===== src/hdl/umcs_consts.svh =====
/*
  Offsets, field positions, reset values and timing counts of the modem
  control and status block. Assumes inclusion by bare name from hdl/.
*/
`ifndef UMCS_CONSTS_SVH
`define UMCS_CONSTS_SVH

// ==========================================================
// register addresses on the 3-bit host address
`define UMCS_ADDR_W 3
`define UMCS_MODEM_CONTROL_ADDR 3'h4
`define UMCS_MODEM_STATUS_ADDR 3'h6

// ==========================================================
// modem control register fields
`define UMCS_MC_CLK_DIV4 7
`define UMCS_MC_TCR_TLR_EN 6
`define UMCS_MC_XON_ANY 5
`define UMCS_MC_LOOPBACK 4
`define UMCS_MC_GP_OUT 3
`define UMCS_MC_FIFO_RDY 2
`define UMCS_MC_RTS 1
`define UMCS_MC_DTR 0

// ==========================================================
// modem status register fields
`define UMCS_MS_CD 7
`define UMCS_MS_RI 6
`define UMCS_MS_DSR 5
`define UMCS_MS_CTS 4
`define UMCS_MS_DELTA_CD 3
`define UMCS_MS_TRAIL_RI 2
`define UMCS_MS_DELTA_DSR 1
`define UMCS_MS_DELTA_CTS 0

// ==========================================================
// reset values and timing counts
`define UMCS_MODEM_CONTROL_RST 8'h00
`define UMCS_RDATA_RST 8'h00
`define UMCS_PRESCALE_DIV 3'h4
`define UMCS_PRESCALE_LAST 2'h3

`endif


===== src/hdl/umcs_pkg.sv =====
/*
  Types shared by the modem control and status block.
  Assumes umcs_consts.svh for the numeric values.
*/
package umcs_pkg;

  // ==========================================================
  // prescaler selection
  typedef enum logic [1:0] {
    UMCS_DIV1 = 2'b01,
    UMCS_DIV4 = 2'b10
  } umcs_div_t;

  // ==========================================================
  // state of the top module
  typedef struct packed {
    logic [7:0] modem_control_reg;
    logic [3:0] delta;
    logic [7:0] rdata;
    logic [1:0] pre_cnt;
    logic clk_en;
    logic rts_n;
    logic dtr_n;
    logic gp_out_n;
    logic tx_pin;
    logic rx_core;
  } umcs_top_st_t;

endpackage


===== src/hdl/umcs_sync.sv =====
/*
  Two-stage synchroniser for a vector of levels.
  Assumes asynchronous active-low reset; the first stage feeds only the second.
*/
`timescale 1ns/100ps
module umcs_sync #(
  parameter int WIDTH = 1,
  parameter logic [WIDTH-1:0] RESET_VAL = '0
) (
  input wire logic clk,
  input wire logic rst_n,
  input wire logic [WIDTH-1:0] d,
  output logic [WIDTH-1:0] q
);
  typedef struct packed {
    logic [WIDTH-1:0] s1;
    logic [WIDTH-1:0] s2;
  } umcs_sync_st_t;

  umcs_sync_st_t st_q;
  umcs_sync_st_t st_d;

  initial begin
    if (WIDTH < 1) $error("umcs_sync width must be at least one");
  end

  // ==========================================================
  // two flops in series
  always_comb begin
    st_d = st_q;
    st_d.s1 = d;
    st_d.s2 = st_q.s1;
  end

  always_ff @(posedge clk or negedge rst_n) begin
    if (!rst_n) begin
      st_q <= {RESET_VAL, RESET_VAL};
    end else begin
      st_q <= st_d;
    end
  end

  assign q = st_q.s2;
endmodule


===== src/hdl/umcs_edge.sv =====
/*
  Change and rising-edge detector over synchronised levels.
  Assumes inputs already on clk; first cycle after reset reports nothing.
*/
`timescale 1ns/100ps
module umcs_edge #(
  parameter int WIDTH = 4
) (
  input wire logic clk,
  input wire logic rst_n,
  input wire logic [WIDTH-1:0] lvl,
  output logic [WIDTH-1:0] toggle,
  output logic [WIDTH-1:0] rise
);
  typedef struct packed {
    logic [WIDTH-1:0] prev;
    logic vld;
  } umcs_edge_st_t;

  umcs_edge_st_t st_q;
  umcs_edge_st_t st_d;

  initial begin
    if (WIDTH < 1) $error("umcs_edge width must be at least one");
  end

  // ==========================================================
  // remember last level
  always_comb begin
    st_d = st_q;
    st_d.prev = lvl;
    st_d.vld = 1'b1;
  end

  always_ff @(posedge clk or negedge rst_n) begin
    if (!rst_n) begin
      st_q <= '0;
    end else begin
      st_q <= st_d;
    end
  end

  assign toggle = st_q.vld ? (lvl ^ st_q.prev) : '0;
  assign rise = st_q.vld ? (lvl & ~st_q.prev) : '0;
endmodule


===== src/hdl/umcs_top.sv =====
/*
  Modem control and status logic of one UART channel: control register,
  status register with change flags, loop-back routing and input prescale.
  Assumes a same-clock 8-bit host port with one-cycle strobes, modem pins
  that are asynchronous, and a UART core that supplies tx and consumes rx.
*/
`timescale 1ns/100ps
`include "umcs_consts.svh"

// Summary of operation
// control bit 7 picks undivided or divide-by-four clock for baud generation
// control bit 6 opens access to transmission control and trigger registers
// control bit 5 lets any received character resume halted transmission
// control bits 7 to 5 change only while enhanced write enable is set
// control bit 4 enters loop-back, transmit routed internally to receive
// in loop-back control bits 3,2,1,0 feed status bits 7,6,4,5
// control bit 3 drives general output low when set, high when clear; held high in loop-back
// control bit 2 enables the combined FIFO-ready status register
// control bit 1 drives request-to-send low when set, unless automatic mode; held high in loop-back
// control bit 0 drives data-terminal-ready low when set, high when clear; held high in loop-back
// outside loop-back status bits 7 to 4 are complemented modem input pins
// status bit 3 sets on any carrier change, clears on status read
// status bit 2 sets on ring low-to-high only, clears on status read
// status bit 1 sets on data-set-ready change, clears on status read
// status bit 0 sets on clear-to-send change, clears on status read
// modem inputs are active low; status presents them active high
// with interrupt enable bit 3 set, pending changes raise modem interrupt
// modem inputs are synchronised before change detection, one flag per edge
module umcs_top
  import umcs_pkg::*;
#(
  parameter int PRESCALE = 4
) (
  input wire logic clk,
  input wire logic rst_n,
  input wire logic bus_cs,
  input wire logic bus_wr,
  input wire logic bus_rd,
  input wire logic [`UMCS_ADDR_W-1:0] bus_addr,
  input wire logic [7:0] bus_wdata,
  output logic [7:0] bus_rdata,
  input wire logic enh_write_en,
  input wire logic auto_rts_en,
  input wire logic auto_rts_n,
  input wire logic modem_irq_en,
  input wire logic core_tx,
  output logic core_rx,
  input wire logic rx_pin,
  output logic tx_pin,
  input wire logic cd_n,
  input wire logic ri_n,
  input wire logic dsr_n,
  input wire logic cts_n,
  output logic rts_n,
  output logic dtr_n,
  output logic gp_out_n,
  output logic baud_clk_en,
  output logic tcr_tlr_access,
  output logic xon_any_en,
  output logic fifo_rdy_en,
  output logic loopback_en,
  output logic modem_irq
);

  // ==========================================================
  // elaboration checks
  initial begin
    if (PRESCALE != 4) $error("umcs_top only supports a prescale of four");
  end

  // ==========================================================
  // helpers
  function automatic logic reg_hit(
    input logic cs,
    input logic strobe,
    input logic [`UMCS_ADDR_W-1:0] addr,
    input logic [`UMCS_ADDR_W-1:0] target
  );
    reg_hit = cs & strobe & (addr == target);
  endfunction

  function automatic umcs_div_t div_sel(input logic div4);
    div_sel = div4 ? UMCS_DIV4 : UMCS_DIV1;
  endfunction

  // ==========================================================
  // reset release
  logic rst_sync_n;

  umcs_sync #(
    .WIDTH(1),
    .RESET_VAL(1'b0)
  ) u_rst_sync (
    .clk(clk),
    .rst_n(rst_n),
    .d(1'b1),
    .q(rst_sync_n)
  );

  // ==========================================================
  // pin synchronisers
  logic [4:0] pins_sync;
  logic cd_n_s;
  logic ri_n_s;
  logic dsr_n_s;
  logic cts_n_s;
  logic rx_pin_s;

  umcs_sync #(
    .WIDTH(5),
    .RESET_VAL(5'h1f)
  ) u_pin_sync (
    .clk(clk),
    .rst_n(rst_sync_n),
    .d({cd_n, ri_n, dsr_n, cts_n, rx_pin}),
    .q(pins_sync)
  );

  assign cd_n_s = pins_sync[4];
  assign ri_n_s = pins_sync[3];
  assign dsr_n_s = pins_sync[2];
  assign cts_n_s = pins_sync[1];
  assign rx_pin_s = pins_sync[0];

  // ==========================================================
  // state
  umcs_top_st_t st_q;
  umcs_top_st_t st_d;

  logic loop;
  logic [3:0] status_lvl;
  logic [3:0] edge_src;
  logic [3:0] edge_tog;
  logic [3:0] edge_rise;
  logic [3:0] delta_set;
  logic [7:0] status_word;
  logic wr_control;
  logic rd_control;
  logic rd_status;
  umcs_div_t div_mode;

  assign loop = st_q.modem_control_reg[`UMCS_MC_LOOPBACK];
  assign div_mode = div_sel(st_q.modem_control_reg[`UMCS_MC_CLK_DIV4]);

  // ==========================================================
  // status levels, bit order cd, ri, dsr, cts
  always_comb begin
    if (loop) begin
      status_lvl = {st_q.modem_control_reg[`UMCS_MC_GP_OUT], st_q.modem_control_reg[`UMCS_MC_FIFO_RDY],
                    st_q.modem_control_reg[`UMCS_MC_DTR], st_q.modem_control_reg[`UMCS_MC_RTS]};
      edge_src = status_lvl;
    end else begin
      status_lvl = ~{cd_n_s, ri_n_s, dsr_n_s, cts_n_s};
      edge_src = {cd_n_s, ri_n_s, dsr_n_s, cts_n_s};
    end
  end

  umcs_edge #(
    .WIDTH(4)
  ) u_edge (
    .clk(clk),
    .rst_n(rst_sync_n),
    .lvl(edge_src),
    .toggle(edge_tog),
    .rise(edge_rise)
  );

  // ==========================================================
  // change flags
  assign delta_set = {edge_tog[3],
                      edge_rise[2],
                      edge_tog[1],
                      edge_tog[0]};

  assign status_word = {status_lvl, st_q.delta};

  // ==========================================================
  // host decode
  assign wr_control = reg_hit(bus_cs, bus_wr, bus_addr, `UMCS_MODEM_CONTROL_ADDR);
  assign rd_control = reg_hit(bus_cs, bus_rd, bus_addr, `UMCS_MODEM_CONTROL_ADDR);
  assign rd_status = reg_hit(bus_cs, bus_rd, bus_addr, `UMCS_MODEM_STATUS_ADDR);

  // ==========================================================
  // next state
  always_comb begin
    st_d = st_q;

    // control register write
    if (wr_control) begin
      st_d.modem_control_reg[4:0] = bus_wdata[4:0];
      if (enh_write_en) begin
        st_d.modem_control_reg[7:5] = bus_wdata[7:5];
      end
    end

    // read data
    if (rd_control) begin
      st_d.rdata = st_q.modem_control_reg;
    end else if (rd_status) begin
      st_d.rdata = status_word;
    end else if (bus_cs & bus_rd) begin
      st_d.rdata = `UMCS_RDATA_RST;
    end

    // change flags: read clears, a new change wins
    if (rd_status) begin
      st_d.delta = delta_set;
    end else begin
      st_d.delta = st_q.delta | delta_set;
    end

    // input clock prescale
    case (div_mode)
      UMCS_DIV1: begin
        st_d.pre_cnt = 2'h0;
        st_d.clk_en = 1'b1;
      end
      UMCS_DIV4: begin
        st_d.pre_cnt = st_q.pre_cnt + 2'h1;
        st_d.clk_en = (st_q.pre_cnt == `UMCS_PRESCALE_LAST);
      end
      default: begin
        st_d.pre_cnt = 2'h0;
        st_d.clk_en = 1'b1;
      end
    endcase

    // modem outputs, held inactive in loop-back
    if (loop) begin
      st_d.rts_n = 1'b1;
      st_d.dtr_n = 1'b1;
      st_d.gp_out_n = 1'b1;
      st_d.tx_pin = 1'b1;
      st_d.rx_core = core_tx;
    end else begin
      if (auto_rts_en) begin
        st_d.rts_n = auto_rts_n;
      end else begin
        st_d.rts_n = ~st_q.modem_control_reg[`UMCS_MC_RTS];
      end
      st_d.dtr_n = ~st_q.modem_control_reg[`UMCS_MC_DTR];
      st_d.gp_out_n = ~st_q.modem_control_reg[`UMCS_MC_GP_OUT];
      st_d.tx_pin = core_tx;
      st_d.rx_core = rx_pin_s;
    end
  end

  // ==========================================================
  // state register
  always_ff @(posedge clk or negedge rst_sync_n) begin
    if (!rst_sync_n) begin
      st_q.modem_control_reg <= `UMCS_MODEM_CONTROL_RST;
      st_q.delta <= 4'h0;
      st_q.rdata <= `UMCS_RDATA_RST;
      st_q.pre_cnt <= 2'h0;
      st_q.clk_en <= 1'b0;
      st_q.rts_n <= 1'b1;
      st_q.dtr_n <= 1'b1;
      st_q.gp_out_n <= 1'b1;
      st_q.tx_pin <= 1'b1;
      st_q.rx_core <= 1'b1;
    end else begin
      st_q <= st_d;
    end
  end

  // ==========================================================
  // outputs
  assign bus_rdata = st_q.rdata;
  assign rts_n = st_q.rts_n;
  assign dtr_n = st_q.dtr_n;
  assign gp_out_n = st_q.gp_out_n;
  assign tx_pin = st_q.tx_pin;
  assign core_rx = st_q.rx_core;
  assign baud_clk_en = st_q.clk_en;
  assign tcr_tlr_access = st_q.modem_control_reg[`UMCS_MC_TCR_TLR_EN];
  assign xon_any_en = st_q.modem_control_reg[`UMCS_MC_XON_ANY];
  assign fifo_rdy_en = st_q.modem_control_reg[`UMCS_MC_FIFO_RDY];
  assign loopback_en = loop;
  assign modem_irq = modem_irq_en & (|st_q.delta);

endmodule


===== config.mk =====
export PLATFORM = sky130hd
export DESIGN_NAME = umcs_top
export DESIGN_NICKNAME = d
export VERILOG_FILES = /design/src/hdl/umcs_pkg.sv /design/src/hdl/umcs_sync.sv /design/src/hdl/umcs_edge.sv /design/src/hdl/umcs_top.sv
export VERILOG_INCLUDE_DIRS = /design/src /design/src/hdl
export SDC_FILE = /design/constraint.sdc
export NUM_CORES = 1
export LEC_CHECK = 0
export ABC_AREA = 1
export BUFFER_PORTS_ARGS = -buffer_cell sky130_fd_sc_hd__buf_2
export CORE_MARGIN = 1
export CORE_UTILIZATION = 29
export CTS_BUF_LIST = sky130_fd_sc_hd__clkbuf_8
export DETAILED_ROUTE_END_ITERATION = 12
export GPL_TIMING_DRIVEN = 0
export REMOVE_ABC_BUFFERS = 1
export SETUP_SLACK_MARGIN = 0.5
export SLEW_MARGIN = 20
export SYNTH_ARGS = -nofsm -noshare
export SYNTH_HDL_FRONTEND = slang
export SYNTH_SLANG_ARGS = --single-unit

===== constraint.sdc =====
create_clock -name clk -period 4.2 [get_ports clk]
set_input_delay 0 -clock clk [delete_from_list [all_inputs] [get_ports clk]]
set_output_delay 0 -clock clk [all_outputs]
set_load 0.05 [all_outputs]

==> reports/metrics.csv <==
metric,value,unit
status,"finished, final reports clean",
chipWidth,81.0,µm
fin_total_pwr,1.07,mW
ios,45,
postCtsSetupBuffers,0,
routed_wl,3730,µm
min_period,1.45,ns
cts_sinks,45,
multi_input_area,537,µm²
clockBufferDepth,2,
fillers,598,
via_per_inst,4.32,
path_clk_slew,0.08,ns
drcViolationCount,0,
m1WireLength,1750,µm
grt_pass1_vias,1383,
overflow,0,
startpoint_type,flop,
areaGrowthSynthToFinish,32.5,%
fin_crit_sh,0.345,
critPathSlowestCell,dlygate4sd3_1,
wl_per_cell,11.2,µm
p_leak,1.23,nW
hold_class,input port to flop,
slew_viol_final,0,
timing.final.ws_setup,2.75,ns
rsz0062_at_grt,no,
ff2ff_setup_slack,2.75,ns
yosys_warnings,0,
cp_max_fo,15,
synth_async_sr_flop_share,1.00,
layout-drive-gt1-share,0.282,
slew_headroom,0.605,
hpwl,2610,µm
netlist_top_cells_count,"nand2_1, dfrtp_1, nand3_1, inv_1, dfstp_2",
placed_area,0.00209,mm²
yosysTopAreaCell,dfrtp_1,
p_per_area,447,mW/mm²
synth_edf_count,0,
vdd_drop_max,191,µV
min_from,enh_write_en,
holdBufCountCts,21,
syn-instance-count,194,
slowest_delay,0.56,ns
drtAntennaViolNets,0,
yosysSeqAreaShare,0.632,
fin_skew,0.00386,ns
synthDistinctLibCells,19,
cts_htree_levels,2,
pre_cts_ws,2.83,ns
cp.required,4.43,ns
report.final.setup_viol,0,
synth_most_common_cell,nand2_1,
hold-path-endpoint,xon_any_en,
synth-seq-cells,45,
cts-resized-gates,0,
syn_avg_cell_area,9.34,µm²
grt_util_all_layers,0.128,
maxCapViolations,0,
vias,1444,
stdcell_area,0.00240,mm²
reg2reg_to,rts_n,
final_nets,285,
synthesis.area,0.00181,mm²
drt_pre_antenna_iters,4,
timing.fmax,0.690,GHz
grt_first_pass_wirelength,6150,µm
ys.flop_type,dfrtp_1,
std_cell_rows,28,
r2r-start,loopback_en,
worstPathArrival,1.68,ns
port_buffers,44,
die_y,81.0,µm
drt_iter0_markers,52,
top_layer_used,met4,
cts_root_buf,clkbuf_8,
final.setup.tns,0,ns
cts_tree,built,
cts-buffers-inserted,5,
synth.top_cell.area_share,0.414,
cp-end-kind,flop,
synth_top_cells_by_area,"dfrtp_1, dfstp_2, nand2_1, nand3_1, inv_1",
start_util,0.302,
core_area,0.00599,mm²
grt_max_degree,24,
met3WireLength,240,µm
clk_latency,0.30,ns
path_class,flop to flop,
worst_pin_slew,0.587,ns
path_cells,a21oi_1 > o21ai_0 > dlygate4sd3_1,
antenna_found_initial,0,
reg2reg_depth,3,
wl_met2,1660,µm
gp_congestion,0.790,
diodes,0,
dieArea,0.00657,mm²
worstHoldPathCells,4,
seq_area,0.00115,mm²
finalHoldViolations,0,
[worst max-delay path by stage]
stage	startpoint	end	slack (ns)	cells after the start
after global routing	loopback_en	rts_n	2.69	3
after global placement	u_rst_sync.q	bus_rdata[2]	2.36	0
after detailed placement	loopback_en	st_q[19]	2.83	5
after floorplan	st_q[17]	modem_irq	2.68	2
after CTS	loopback_en	rts_n	2.74	3
final	loopback_en	rts_n	2.75	3
[cell families after synthesis]
logic type                 count (synthesis)  synth area share
buffers and inverters                     27            0.0739
DFF                                       45             0.632
AOI/OAI and AO/OA                          4            0.0124
other                                      1           0.00207
and+or+nand+nor                          116             0.273
adders and majority gates                  1           0.00690
[critical path: cells and delay by family (launching register included)]
family,cells,cell delay (ns)
buffers and inverters,1,0.56
DFF,1,0.55
AOI/OAI and AO/OA,2,0.27
[stage by stage]
stage	cells	hold WS [ns]	util
floorplan	185	-0.296	-
global placement	304	-0.215	0.344
detailed placement	305	-0.212	0.349
CTS	334	0.0784	0.401
global route	334	0.125	0.401
finish	334	0.101	0.401
[registers in the layout, indices dropped and copies added (netlist names)]
| register | cells |
|---|---|
| st_q | 10 |
| bus_rdata | 8 |
| u_edge.st_q | 5 |
| u_pin_sync.q | 5 |
| u_pin_sync.st_d | 5 |
| baud_clk_en | 1 |
| core_rx | 1 |
| dtr_n | 1 |
| fifo_rdy_en | 1 |
| gp_out_n | 1 |
| loopback_en | 1 |
| rts_n | 1 |
| tcr_tlr_access | 1 |
| tx_pin | 1 |
| u_rst_sync.q | 1 |
| u_rst_sync.st_d | 1 |
| xon_any_en | 1 |
[cell usage in the layout, fill, tap and decap left out, types with 2 or more instances in the layout]
| cell | count |
|---|---|
| inv_1 | 17 |
| or2_2 | 2 |
| o21ai_0 | 2 |
| dfstp_2 | 15 |
| nor2_1 | 7 |
| clkbuf_8 | 7 |
| nand4_1 | 4 |
| nand3_1 | 27 |
| conb_1 | 2 |
| nand2_1 | 72 |
| dfrtp_1 | 29 |
| dlygate4sd3_1 | 21 |
| buf_2 | 44 |
[layout make-up]
type | count | area share
Sequential cell | 45 | 0.478
Multi-Input combinational cell | 123 | 0.224
Timing Repair Buffer | 66 | 0.191
Clock buffer | 7 | 0.0401
Tap cell | 75 | 0.0391
Inverter | 17 | 0.0266
Clock inverter | 1 | 0.00209
[metal layers]
layer	vias up	GRT usage
li1	727	-
met1	662	0.157
met2	48	0.200
met3	7	0.0348
met4	0	0.0804
met5	-	0
[report_power, final]
part / leakage [nW] / internal (mW) / switching [mW]
combinational: 0.653 / 0.0746 / 0.164
sequential: 0.526 / 0.496 / 0.0476
clock: 0.0542 / 0.149 / 0.143
Note: power is estimated with default switching activity, not from simulation.
